==> src/common/enc_pin_pkg.sv <==
/*
 * Constants, register map and types for the encoder feedback and multi-function pin block.
 * Assumes a 50 MHz system clock and a plain single-cycle register port.
 */
package enc_pin_pkg;
   // ************************************************************
   // Clock and timing
   // ************************************************************
   localparam int CLK_MHZ = 50;
   localparam int SER_HALF_NS = 500;
   localparam int SER_HALF_CYC = (SER_HALF_NS * CLK_MHZ + 999) / 1000;
   localparam int SER_REST_NS = 20000;
   localparam int SER_REST_CYC = (SER_REST_NS * CLK_MHZ + 999) / 1000;
   localparam int STEP_PULSE_NS = 1000;
   localparam int STEP_PULSE_CYC = (STEP_PULSE_NS * CLK_MHZ + 999) / 1000;
   localparam int CNT_W = 11;
   localparam int SER_BITS = 24;
   localparam int BITS_W = 5;

   // ************************************************************
   // Register map
   // ************************************************************
   localparam int ADDR_W = 8;
   localparam int DATA_W = 32;
   localparam logic [7:0] OFS_CONFIG = 8'h00;
   localparam logic [7:0] OFS_MAIN_POS = 8'h04;
   localparam logic [7:0] OFS_GEN_INPUTS = 8'h08;
   localparam logic [7:0] OFS_STEP_CMD = 8'h0c;
   localparam logic [7:0] OFS_SER_CTRL = 8'h10;
   localparam logic [7:0] OFS_MAIN_SER_POS = 8'h14;
   localparam logic [7:0] OFS_AUX_SER_POS = 8'h18;
   localparam int CFG_ENC_MODE_BIT = 0;
   localparam int CFG_SER_EN_BIT = 1;
   localparam int CFG_MT_LSB = 2;
   localparam int MT_W = 3;
   localparam logic [4:0] CFG_RESET = 5'h00;
   localparam int GEN_IN81_BIT = 0;
   localparam int GEN_IN82_BIT = 1;
   localparam int STEP_FIRE_BIT = 0;
   localparam int STEP_DIR_BIT = 1;
   localparam int SER_MAIN_BIT = 0;
   localparam int SER_AUX_BIT = 1;
   localparam int SER_OPT_BIT = 2;

   // ************************************************************
   // Motor type codes that select stepper operation
   // ************************************************************
   localparam logic [2:0] MT_STEP_P2 = 3'h2;
   localparam logic [2:0] MT_STEP_M2 = 3'h3;
   localparam logic [2:0] MT_STEP_P25 = 3'h4;
   localparam logic [2:0] MT_STEP_M25 = 3'h5;

   typedef enum logic {ENC_QUAD, ENC_PULSE_DIR} enc_mode_t;
   typedef enum logic [1:0] {S_IDLE, S_LOW, S_HIGH, S_REST} ser_state_t;
endpackage : enc_pin_pkg

==> src/common/ser_if.sv <==
/*
 * Carrier between the pin router and one serial absolute-encoder engine.
 * Assumes the data line is already synchronised by the router.
 */
`timescale 1ns/100ps
interface ser_if;
   import enc_pin_pkg::*;
   logic start;
   logic sdata;
   logic sclk;
   logic busy;
   logic done;
   logic [SER_BITS-1:0] word;
   modport ctrl (output start, output sdata, input sclk, input busy, input done, input word);
   modport engine (input start, input sdata, output sclk, output busy, output done,
      output word);
endinterface : ser_if

==> src/verilog/ser_reader.sv <==
/*
 * One serial absolute-encoder reader: clocks out a burst and shifts in a position word.
 * Assumes start is a one-cycle pulse and sdata has passed a two-stage synchroniser.
 */
`timescale 1ns/100ps
module ser_reader
   import enc_pin_pkg::*;
(
   input wire logic clock,
   input wire logic rst_b,
   ser_if.engine s
);
   ser_state_t state_r, state_nxt;
   logic [CNT_W-1:0] cnt_r, cnt_nxt;
   logic [BITS_W-1:0] bits_r, bits_nxt;
   logic [SER_BITS-1:0] shift_r, shift_nxt;
   logic [SER_BITS-1:0] word_r, word_nxt;
   logic sclk_r, sclk_nxt;
   logic done_r, done_nxt;

   // ************************************************************
   // Burst sequencer
   // ************************************************************
   // The clock idles high; data are taken as the clock rises, MSB first.
   always_comb
   begin
      state_nxt = state_r;
      cnt_nxt = cnt_r;
      bits_nxt = bits_r;
      shift_nxt = shift_r;
      word_nxt = word_r;
      done_nxt = 1'b0;
      case (state_r)
         S_IDLE:
         begin
            if (s.start)
            begin
               state_nxt = S_LOW;
               cnt_nxt = '0;
               bits_nxt = '0;
            end
         end
         S_LOW:
         begin
            if (cnt_r == CNT_W'(SER_HALF_CYC - 1))
            begin
               state_nxt = S_HIGH;
               cnt_nxt = '0;
               shift_nxt = {shift_r[SER_BITS-2:0], s.sdata};
               bits_nxt = bits_r + 1'b1;
            end
            else
               cnt_nxt = cnt_r + 1'b1;
         end
         S_HIGH:
         begin
            if (cnt_r == CNT_W'(SER_HALF_CYC - 1))
            begin
               cnt_nxt = '0;
               if (bits_r == BITS_W'(SER_BITS))
               begin
                  state_nxt = S_REST;
                  word_nxt = shift_r;
                  done_nxt = 1'b1;
               end
               else
                  state_nxt = S_LOW;
            end
            else
               cnt_nxt = cnt_r + 1'b1;
         end
         S_REST:
         begin
            // The encoder needs a quiet high clock before the next burst.
            if (cnt_r == CNT_W'(SER_REST_CYC - 1))
            begin
               state_nxt = S_IDLE;
               cnt_nxt = '0;
            end
            else
               cnt_nxt = cnt_r + 1'b1;
         end
         default:
            state_nxt = S_IDLE;
      endcase
      sclk_nxt = (state_nxt != S_LOW);
   end

   always_ff @(posedge clock)
   begin
      if (!rst_b)
      begin
         state_r <= S_IDLE;
         cnt_r <= '0;
         bits_r <= '0;
         shift_r <= '0;
         word_r <= '0;
         sclk_r <= 1'b1;
         done_r <= 1'b0;
      end
      else
      begin
         state_r <= state_nxt;
         cnt_r <= cnt_nxt;
         bits_r <= bits_nxt;
         shift_r <= shift_nxt;
         word_r <= word_nxt;
         sclk_r <= sclk_nxt;
         done_r <= done_nxt;
      end
   end

   assign s.sclk = sclk_r;
   assign s.busy = (state_r != S_IDLE);
   assign s.done = done_r;
   assign s.word = word_r;
endmodule : ser_reader

==> src/verilog/enc_pin_top.sv <==
/*
 * Feedback inputs and multi-function pin routing of a single-axis motion controller.
 * Assumes a 50 MHz clock; every pin input is asynchronous and is synchronised here.
 */
// The address-and-strobe port and the register offsets are this design's own decisions.
`timescale 1ns/100ps
module enc_pin_top
   import enc_pin_pkg::*;
(
   input wire logic clock,
   input wire logic rst_b,
   input wire logic [ADDR_W-1:0] addr,
   input wire logic [DATA_W-1:0] wdata,
   input wire logic wr_stb,
   input wire logic rd_stb,
   output logic [DATA_W-1:0] rdata,
   input wire logic main_enc_chan_a,
   input wire logic main_enc_chan_b,
   input wire logic aux_enc_chan_a,
   input wire logic aux_enc_chan_b,
   input wire logic serial_encoder_option,
   input wire logic multi_pin_one_in,
   output logic multi_pin_two_out,
   output logic multi_pin_two_oe,
   input wire logic multi_pin_three_in,
   output logic multi_pin_four_out,
   output logic multi_pin_four_oe
);
   // ************************************************************
   // Input synchronisers
   // ************************************************************
   localparam int SYNC_W = 7;
   logic [SYNC_W-1:0] sync1_r, sync2_r;
   logic pa_r, pb_r;
   logic ma, mb, aa, ab, d1, d3, opt;

   always_ff @(posedge clock)
   begin
      if (!rst_b)
      begin
         sync1_r <= '0;
         sync2_r <= '0;
         pa_r <= 1'b0;
         pb_r <= 1'b0;
      end
      else
      begin
         sync1_r <= {serial_encoder_option, multi_pin_three_in, multi_pin_one_in,
            aux_enc_chan_b, aux_enc_chan_a, main_enc_chan_b, main_enc_chan_a};
         sync2_r <= sync1_r;
         pa_r <= sync2_r[0];
         pb_r <= sync2_r[1];
      end
   end
   assign {opt, d3, d1, ab, aa, mb, ma} = sync2_r;

   // ************************************************************
   // Configuration and mode decode
   // ************************************************************
   logic [4:0] cfg_r, cfg_nxt;
   enc_mode_t enc_mode;
   logic [MT_W-1:0] motor_type_setting;
   logic stepper, ser_active;

   assign enc_mode = enc_mode_t'(cfg_r[CFG_ENC_MODE_BIT]);
   assign motor_type_setting = cfg_r[CFG_MT_LSB +: MT_W];
   assign stepper = (motor_type_setting == MT_STEP_P2) || (motor_type_setting == MT_STEP_M2)
      || (motor_type_setting == MT_STEP_P25) || (motor_type_setting == MT_STEP_M25);
   // Stepper wins the pins: the two uses cannot share pin two and four.
   assign ser_active = opt && cfg_r[CFG_SER_EN_BIT] && !stepper;

   // ************************************************************
   // Main encoder counter
   // ************************************************************
   logic [DATA_W-1:0] pos_r, pos_nxt;
   logic one_change, quad_up;

   assign one_change = (ma ^ pa_r) ^ (mb ^ pb_r);
   assign quad_up = ~(pa_r ^ mb);

   always_comb
   begin
      pos_nxt = pos_r;
      if (enc_mode == ENC_QUAD)
      begin
         // A double change is a lost edge; it is dropped rather than guessed.
         if (one_change)
            pos_nxt = quad_up ? pos_r + 1'b1 : pos_r - 1'b1;
      end
      else if (ma && !pa_r)
         pos_nxt = mb ? pos_r + 1'b1 : pos_r - 1'b1;
   end

   // ************************************************************
   // Serial encoder engines
   // ************************************************************
   ser_if ser_main ();
   ser_if ser_aux ();
   logic wr_ser;

   assign wr_ser = wr_stb && (addr == OFS_SER_CTRL);
   assign ser_main.start = wr_ser && wdata[SER_MAIN_BIT] && ser_active;
   assign ser_main.sdata = d1;
   assign ser_aux.start = wr_ser && wdata[SER_AUX_BIT] && ser_active;
   assign ser_aux.sdata = d3;

   ser_reader main_reader (.clock(clock), .rst_b(rst_b), .s(ser_main));
   ser_reader aux_reader (.clock(clock), .rst_b(rst_b), .s(ser_aux));

   // ************************************************************
   // Step generator and pin drivers
   // ************************************************************
   logic [CNT_W-1:0] step_cnt_r, step_cnt_nxt;
   logic dir_r, dir_nxt;
   logic p2_r, p2_nxt, p2_oe_r, p2_oe_nxt, p4_r, p4_nxt, p4_oe_r, p4_oe_nxt;

   always_comb
   begin
      step_cnt_nxt = step_cnt_r;
      dir_nxt = dir_r;
      // A command that lands during a pulse must not stretch it.
      if (step_cnt_r != '0)
         step_cnt_nxt = step_cnt_r - 1'b1;
      if (wr_stb && (addr == OFS_STEP_CMD) && stepper)
      begin
         dir_nxt = wdata[STEP_DIR_BIT];
         if (wdata[STEP_FIRE_BIT] && step_cnt_r == '0)
            step_cnt_nxt = CNT_W'(STEP_PULSE_CYC);
      end
      p2_nxt = 1'b0;
      p2_oe_nxt = 1'b0;
      p4_nxt = 1'b0;
      p4_oe_nxt = 1'b0;
      if (stepper)
      begin
         p2_nxt = (step_cnt_nxt != '0);
         p2_oe_nxt = 1'b1;
         p4_nxt = dir_nxt;
         p4_oe_nxt = 1'b1;
      end
      else if (ser_active)
      begin
         p2_nxt = ser_main.sclk;
         p2_oe_nxt = 1'b1;
         p4_nxt = ser_aux.sclk;
         p4_oe_nxt = 1'b1;
      end
   end

   // ************************************************************
   // Register port
   // ************************************************************
   logic [DATA_W-1:0] rdata_r, rdata_nxt;
   logic [1:0] gen_in;

   assign gen_in = stepper ? 2'h0 : {ab, aa};

   always_comb
   begin
      cfg_nxt = cfg_r;
      if (wr_stb && addr == OFS_CONFIG)
         cfg_nxt = wdata[4:0];
      rdata_nxt = '0;
      if (rd_stb)
      begin
         case (addr)
            OFS_CONFIG: rdata_nxt = {27'h0, cfg_r};
            OFS_MAIN_POS: rdata_nxt = pos_r;
            OFS_GEN_INPUTS: rdata_nxt = {30'h0, gen_in};
            OFS_STEP_CMD: rdata_nxt = {30'h0, dir_r, step_cnt_r != '0};
            OFS_SER_CTRL: rdata_nxt = {29'h0, opt, ser_aux.busy, ser_main.busy};
            OFS_MAIN_SER_POS: rdata_nxt = {8'h0, ser_main.word};
            OFS_AUX_SER_POS: rdata_nxt = {8'h0, ser_aux.word};
            default: rdata_nxt = '0;
         endcase
      end
   end

   always_ff @(posedge clock)
   begin
      if (!rst_b)
      begin
         cfg_r <= CFG_RESET;
         pos_r <= '0;
         step_cnt_r <= '0;
         dir_r <= 1'b0;
         p2_r <= 1'b0;
         p2_oe_r <= 1'b0;
         p4_r <= 1'b0;
         p4_oe_r <= 1'b0;
         rdata_r <= '0;
      end
      else
      begin
         cfg_r <= cfg_nxt;
         pos_r <= pos_nxt;
         step_cnt_r <= step_cnt_nxt;
         dir_r <= dir_nxt;
         p2_r <= p2_nxt;
         p2_oe_r <= p2_oe_nxt;
         p4_r <= p4_nxt;
         p4_oe_r <= p4_oe_nxt;
         rdata_r <= rdata_nxt;
      end
   end

   assign rdata = rdata_r;
   assign multi_pin_two_out = p2_r;
   assign multi_pin_two_oe = p2_oe_r;
   assign multi_pin_four_out = p4_r;
   assign multi_pin_four_oe = p4_oe_r;
endmodule : enc_pin_top

==> config.mk <==
export PLATFORM = sky130hd
export DESIGN_NAME = enc_pin_top
export DESIGN_NICKNAME = d
export VERILOG_FILES = /design/src/common/enc_pin_pkg.sv /design/src/common/ser_if.sv /design/src/verilog/ser_reader.sv /design/src/verilog/enc_pin_top.sv
export SDC_FILE = /design/constraint.sdc
export NUM_CORES = 1
export LEC_CHECK = 0
export BUFFER_PORTS_ARGS = -buffer_cell sky130_fd_sc_hd__buf_2
export CORE_MARGIN = 2
export CORE_UTILIZATION = 55
export CTS_CLUSTER_SIZE = 25
export DETAILED_ROUTE_END_ITERATION = 10
export PLACE_DENSITY_LB_ADDON = 0.05
export SLEW_MARGIN = 20
export SYNTH_ARGS = -nofsm -noshare
export SYNTH_HDL_FRONTEND = slang
export SYNTH_SLANG_ARGS = --single-unit
==> constraint.sdc <==
create_clock -name clock -period 3.8 [get_ports clock]
set_input_delay 0.19 -clock clock [delete_from_list [all_inputs] [get_ports clock]]
set_output_delay 0.19 -clock clock [all_outputs]
set_load 0.01 [all_outputs]
# Yosys cells after proc, flatten, opt, wreduce, memory -nomap -nowiden
# Cells that the tools add are included.
# word_totals
wordCells,145
inputBits,51
out_inout_bits,36
register_bits,234
# op_classes
n_addsub,7
bitwise,4
mux,43
reduce_logical,38
eq_ne,29
# op_table
operator,n
$pmux W32 S7,1
$mux W32,5
$mux W11,9
$pmux W11 S3,2
$add A32 B1 Y32 const B,1
$sub A32 B1 Y32 const B,1
$eq A8 B5 Y1 const B,3
$add A11 B1 Y11 const B,2
$eq A11 B10 Y1 const B,2
$eq A11 B5 Y1 const B,2
$mux W2,11
$reduce_bool A11 Y1,2
$mux W5,4
$pmux W5 S2,2
$eq A8 B4 Y1 const B,2
$pmux W2 S4,2
$ne A2 B1 Y1 const B,7
$logic_and A1 B1 Y1,12
$reduce_and A3 Y1,4
$logic_not A11 Y1,1
$sub A11 B1 Y11 const B,1
$add A5 B1 Y5 const B,2
$eq A5 B5 Y1 const B,2
$reduce_bool A2 Y1,5
13 further kinds,36

# Depth between registers and ports, before layout
# logic_depth
depth_word,10
mapped_depth,9
mapped_depth_nobuf,8

# Hierarchy
# Synthesis repeated with hierarchy kept, for this count alone.
# hier_totals
cells_unflattened,1341
area_unflattened_um2,11339.6
# modules_own_cells
mod,n_inst,area_each_um2,cells_per_inst,seq_area_each_um2
enc_pin_top,1,5177.5,613,2001.9
ser_reader at main_reader,1,3090.5,373,1361.3
ser_reader at aux_reader,1,3071.7,355,1361.3

# Worst setup path after synthesis
# Ideal clock, no wire load.
# synth_path
path_kind,flip-flop to flip-flop
from,register pos_r[4]
to,register pos_r[28]
period_less_slack_ns,2.553
arrival_time_ns,2.425
setup_slack_ns,1.247
t_required_ns,3.672
n_path_buf,2
setup_ns,0.128
stages_incl_launch_ff,9
cell_sequence,dfxtp_1 > buf_6 > or4_4 > buf_6 > or4_4 > or3_4 > o32ai_2 > xnor2_1 > nor2_1
# synth_between
elab_chain_len,4
elab_cells_between_ends,7
classes_between,add/sub (2); mux (5)
# synth_lines
element,line,source
from (decl),enc_pin_top.sv:75,"logic [DATA_W-1:0] pos_r, pos_nxt;"
from (signal assigned),enc_pin_top.sv:196,pos_r <= pos_nxt;
$add A32 B1 Y32 or $sub A32 B1 Y32 (tied branches),"enc_pin_top.sv:88, enc_pin_top.sv:91",
"$mux W32, on equally long branches","enc_pin_top.sv:88, enc_pin_top.sv:91",
"$mux W32, on equally long branches","enc_pin_top.sv:87, enc_pin_top.sv:90",
$mux W32 *,enc_pin_top.sv:84,if (enc_mode == ENC_QUAD)
# Every way passes the cells marked *; elsewhere a longest branch is shown, timed or not. The select of a mux whose other input is x is not followed.
# A chain may end at the register's enable or synchronous reset.

# Worst setup path in the final report
# Ends and elaborated chain as after synthesis.

==> results.md <==
- The global-route wire length before repair is between 30000 and 40000 microns.
- The startpoint identified for the worst register-to-register timing path is pos_r[4].
- The number of buffers created by CTS is 26.
- The setup slack of the worst register-to-register path is 1.08 ns.
- The maximum frequency from static timing analysis is around 370 MHz.
- The destination of the critical timing path is pos_r[28].
- In this run the worst path has a maximum fanout of 12.
- In this run, the combinational gates consume between 10% and 20% of the power.
- The chip width is ~140 microns.
- The final setup TNS is 0 ns.
- In this run the number of H-tree levels came out at 1.
- The commonest cells after synthesis are sky130_fd_sc_hd__nand2_1 (237), sky130_fd_sc_hd__dfxtp_1 (234), sky130_fd_sc_hd__a21oi_1 (124), sky130_fd_sc_hd__nor2_1 (122), sky130_fd_sc_hd__clkbuf_1 (70).
- The final layout contains routed wiring with a total length of roughly 24000 microns.
- The worst setup path is captured at a flop.
- Yosys printed 0 warnings.
- The dominant combinational cell family by area after synthesis is simple AND/OR/NAND/NOR gates.
- The CTS tree is built.
- In the post-synthesis netlist, the biggest area contributors are sky130_fd_sc_hd__dfxtp_1 (46%), sky130_fd_sc_hd__nand2_1 (8.7%), sky130_fd_sc_hd__a21oi_1 (6.1%).
- The number of setup violations in the final report is 0.
- The power per cell area is approximately 530 nW/um^2.
- The post-synthesis adder-cell area fraction is ~2.8%.
- The worst register-to-register path ends at pos_r[28].
- The power share of the clock group is a little over two fifths.
- The number of antenna violations at the first check in global routing was 0.
- The HPWL reported at the end of detailed placement is 15800 microns.
- The number of cells on the worst reg-to-reg path is 6.
- The top cell type by area accounts for between 40% and 50% of the synthesized area.
- The tightest min-delay check is of the input port to flop type.
- The most common cell in the synthesized netlist is sky130_fd_sc_hd__nand2_1.
- Relative to the synthesized area, the layout overhead comes to 14.6%.
- At the end of the flow, the number of nets in the layout was 1367.
- The count of distinct cell types in the synthesized netlist is 63.
- The floorplan die area is 19800 sq um.
- The clock sink count is ~230.
- Across the VDD grid, the largest voltage drop is around 0.00033 V.
- The per-cell via count in the routed design is ~5.7.
- The share of cell area taken by muxes after synthesis is ~1.8%.
- The number of global-route vias before repair was 7988.
- The floorplan step set the die height to approximately 140 microns.
- When the netlist entered floorplanning its net count stood at between 1000 and 1500.
- The global-route congestion overflow total is 0.
- The critical path starts at pos_r[4].
- The DRC marker count from the first detailed-route iteration is ~640.
- The layer with the highest usage is met2.
- The layout has around 1600 filler cells.
- The met1 track demand over resource is a little over a third.
- Across every metal layer, demand over resource in global routing totals about a quarter.
- At the end of routability-driven placement, the weighted congestion stood at about 0.84.
- The number of search-and-repair iterations in the first detailed-routing pass is 5.
- The net switching fraction of the power is between 20% and 30%.
- The flow ran to the end, and the final reports show no timing, DRC or antenna violations.
- The maximum count of clock buffers along a single path is 3.
- The minimum clock period after layout is 2.72 ns.
- For the pin with the worst max-slew slack, the measured transition is just over 1 ns.
- Once detail routing completed, the nets flagged for antenna violations numbered 0.
- The clock skew after layout is 0.0190 ns.
- Summed over all cells, the static leakage comes to between 4 and 5 nW.
- The number of primary I/O pins is 87.
- Clock-pin slew was measured on the worst setup and hold paths at 0.06 ns.
- Entering global routing, the biggest net connects between 90 and 100 pins.
- The max-capacitance violation count is 0.
- Averaged over all synthesized cells, the footprint is approximately 8 sq um.
- The routed length per instance is 15.5 microns.
- The critical path launch point type is a flop.
- The tightest slew margin relative to the limit is between 30 and 40%.
- The post-cts sizing count is 0.
- The post-route clock period utilization is ~72%.
- Data on the critical path arrives at its endpoint at 3.11 ns.
- The internal power of the cells totals 0.00457 W.
- The met3 usage is 3.18%.
- The number of cell rows is 49.
- The area of the core is roughly 18000 sq um.
- The total count of max-transition violations in the final report was 0.
- Setup repair after global routing left no endpoint under its margin.
- The clock reaches the later pin of the worst-skew pair after 0.54 ns.
- After synthesis, the share of flip-flops with an asynchronous set or reset is 0%.
- CTS placed an instance of sky130_fd_sc_hd__clkbuf_16 at the clock tree root.
- The initial utilization of the core area, before any placement, comes to a little under three fifths.
- The largest area contributor in the netlist is sky130_fd_sc_hd__dfxtp_1.
- The xor and xnor area share after synthesis is 5.00%.
- The mapped cell area is 10300 sq um.
- The analysis attributes to net switching a power of 0.00167 W.
- The register area share after synthesis is around 46%.
- The antenna diode count is 0.
- The via total after detailed routing is 8811.
- The synthesis-stage register bit count is approximately 230.
- In the global route stage, met2 resource usage came out at around two fifths.
- The worst endpoint required time is between 4 and 5 ns.
- The number of flops mapped to enable cells by yosys is 0.
- The synthesized instance count is approximately 1300.
- The utilization after layout is 64.8%.
- The type of the worst setup path is flop to flop.
- The synthesized netlist devotes 26.7% of its cell area to simple gates.
- For this run, the leading register cell type out of synthesis is sky130_fd_sc_hd__dfxtp_1.
- In the routed design, unresolved DRC markers number 0.
- The proportion of power drawn by flip-flops and latches is between 40% and 50%.
- The post-route netlist has 10.9% of its cells at a drive strength greater than 1.
- Input and output buffers added on the ports amount to about 60.
- The area fraction in compound gates after synthesis is 13.9%.
- The count of endpoints failing hold in the final timing report is 0.
==> flip-flops by register name, summed over array words and instances (netlist names), 5 cells and up <==
name	flops
main_reader.shift_r	24
step_cnt_r	11
aux_reader.bits_r	5
rdata	32
aux_reader.s.word	24
aux_reader.shift_r	24
main_reader.s.word	24
sync1_r	7
cfg_r	5
main_reader.bits_r	5
pos_r	32
sync2_r	7
aux_reader.cnt_r	11
main_reader.cnt_r	11
==> what timing repair did <==
item | 4_1_cts | 5_1_grt
hold buffers | 12 | 0
endpoints found under the hold margin | 12 | 0
setup buffers | 0 | 0
==> logic make-up after synthesis <==
family | after synthesis
multiplexers | 18
AND/OR/NAND/NOR | 580
XOR/XNOR | 57
buffers and inverters | 106
adder cells (fa/ha/maj) | 23
flip-flops | 234
AO/OA/AOI/OAI | 233
==> cells in the final DEF, fill, tap and decap left out, drive strengths merged, types with 23 or more instances in the layout <==
master,netlist,routed
inv,28,30
nor2,122,122
xnor2,42,42
nor4,24,24
nand2,237,237
nand3,30,30
and2,30,30
o21ai,40,40
clkbuf,70,32
a21oi,124,124
dfxtp,234,234
ha,23,23
buf,7,79
nor3,39,39
==> routing by layer <==
metal	vias to the layer above	share of wire, %
met1	4148	49
li1	4435	-
met3	28	4.4
met5	-	0
met4	0	1.3
met2	200	45
==> area by class of cell <==
| class | instances | area, sq um | area share (%) |
|---|---|---|---|
| multi-input combinational | 911 | 5180 | 44.1 |
| sequential | 234 | 4680 | 39.9 |
| clock buffer | 32 | 693 | 5.90 |
| timing repair buffer | 91 | 578 | 4.92 |
| tap | 229 | 287 | 2.44 |
| clock inverter | 16 | 223 | 1.89 |
| inverter | 29 | 111 | 0.947 |
==> critical path, cell delays in order, from the launching register on <==
cell	delay, ns
sky130_fd_sc_hd__dfxtp_1	0.40
sky130_fd_sc_hd__or4_4	0.65
sky130_fd_sc_hd__or4_4	0.63
sky130_fd_sc_hd__or3_4	0.43
sky130_fd_sc_hd__o32ai_2	0.28
sky130_fd_sc_hd__xnor2_1	0.14
sky130_fd_sc_hd__nor2_1	0.05
==> how the worst min path moves through the flow <==
stage | start | endpoint | slack, ns | cells after the start
2_1_floorplan | main_enc_chan_a | sync1_r[0] | 0.32 | 1
3_3_place_gp | aux_enc_chan_b | sync1_r[3] | 0.40 | 2
3_5_place_dp | multi_pin_three_in | sync1_r[5] | 0.40 | 2
4_1_cts | rd_stb | rdata[0] | 0.003 | 3
5_1_grt | rd_stb | rdata[1] | 0.04 | 3
6_report | rd_stb | rdata[0] | 0.02 | 3
==> through the flow <==
stage	hold WS (ns)	setup WS, ns	std cells	area (sq um)	power (W)
after floorplan	0.317	1.25	1251	10300	0.00341
after global placement	0.397	1.11	1482	10700	0.00361
after detailed placement	0.401	1.10	1482	10700	0.00362
after CTS	0.00314	1.08	1542	11800	0.00628
after global routing	0.0379	0.903	1542	11800	0.00653
final	0.0221	1.08	1542	11800	0.00625
==> power groups by stage <==
stage,registers [W],clock network [W],logic [W]
4_1_cts,0.00266,0.00270,0.000929
3_3_place_gp,0.00271,0,0.000897
5_1_grt,0.00267,0.00280,0.00105
2_1_floorplan,0.00266,0,0.000742
3_5_place_dp,0.00271,0,0.000909
6_report,0.00266,0.00265,0.000933
(Power assumes the default switching activity.)
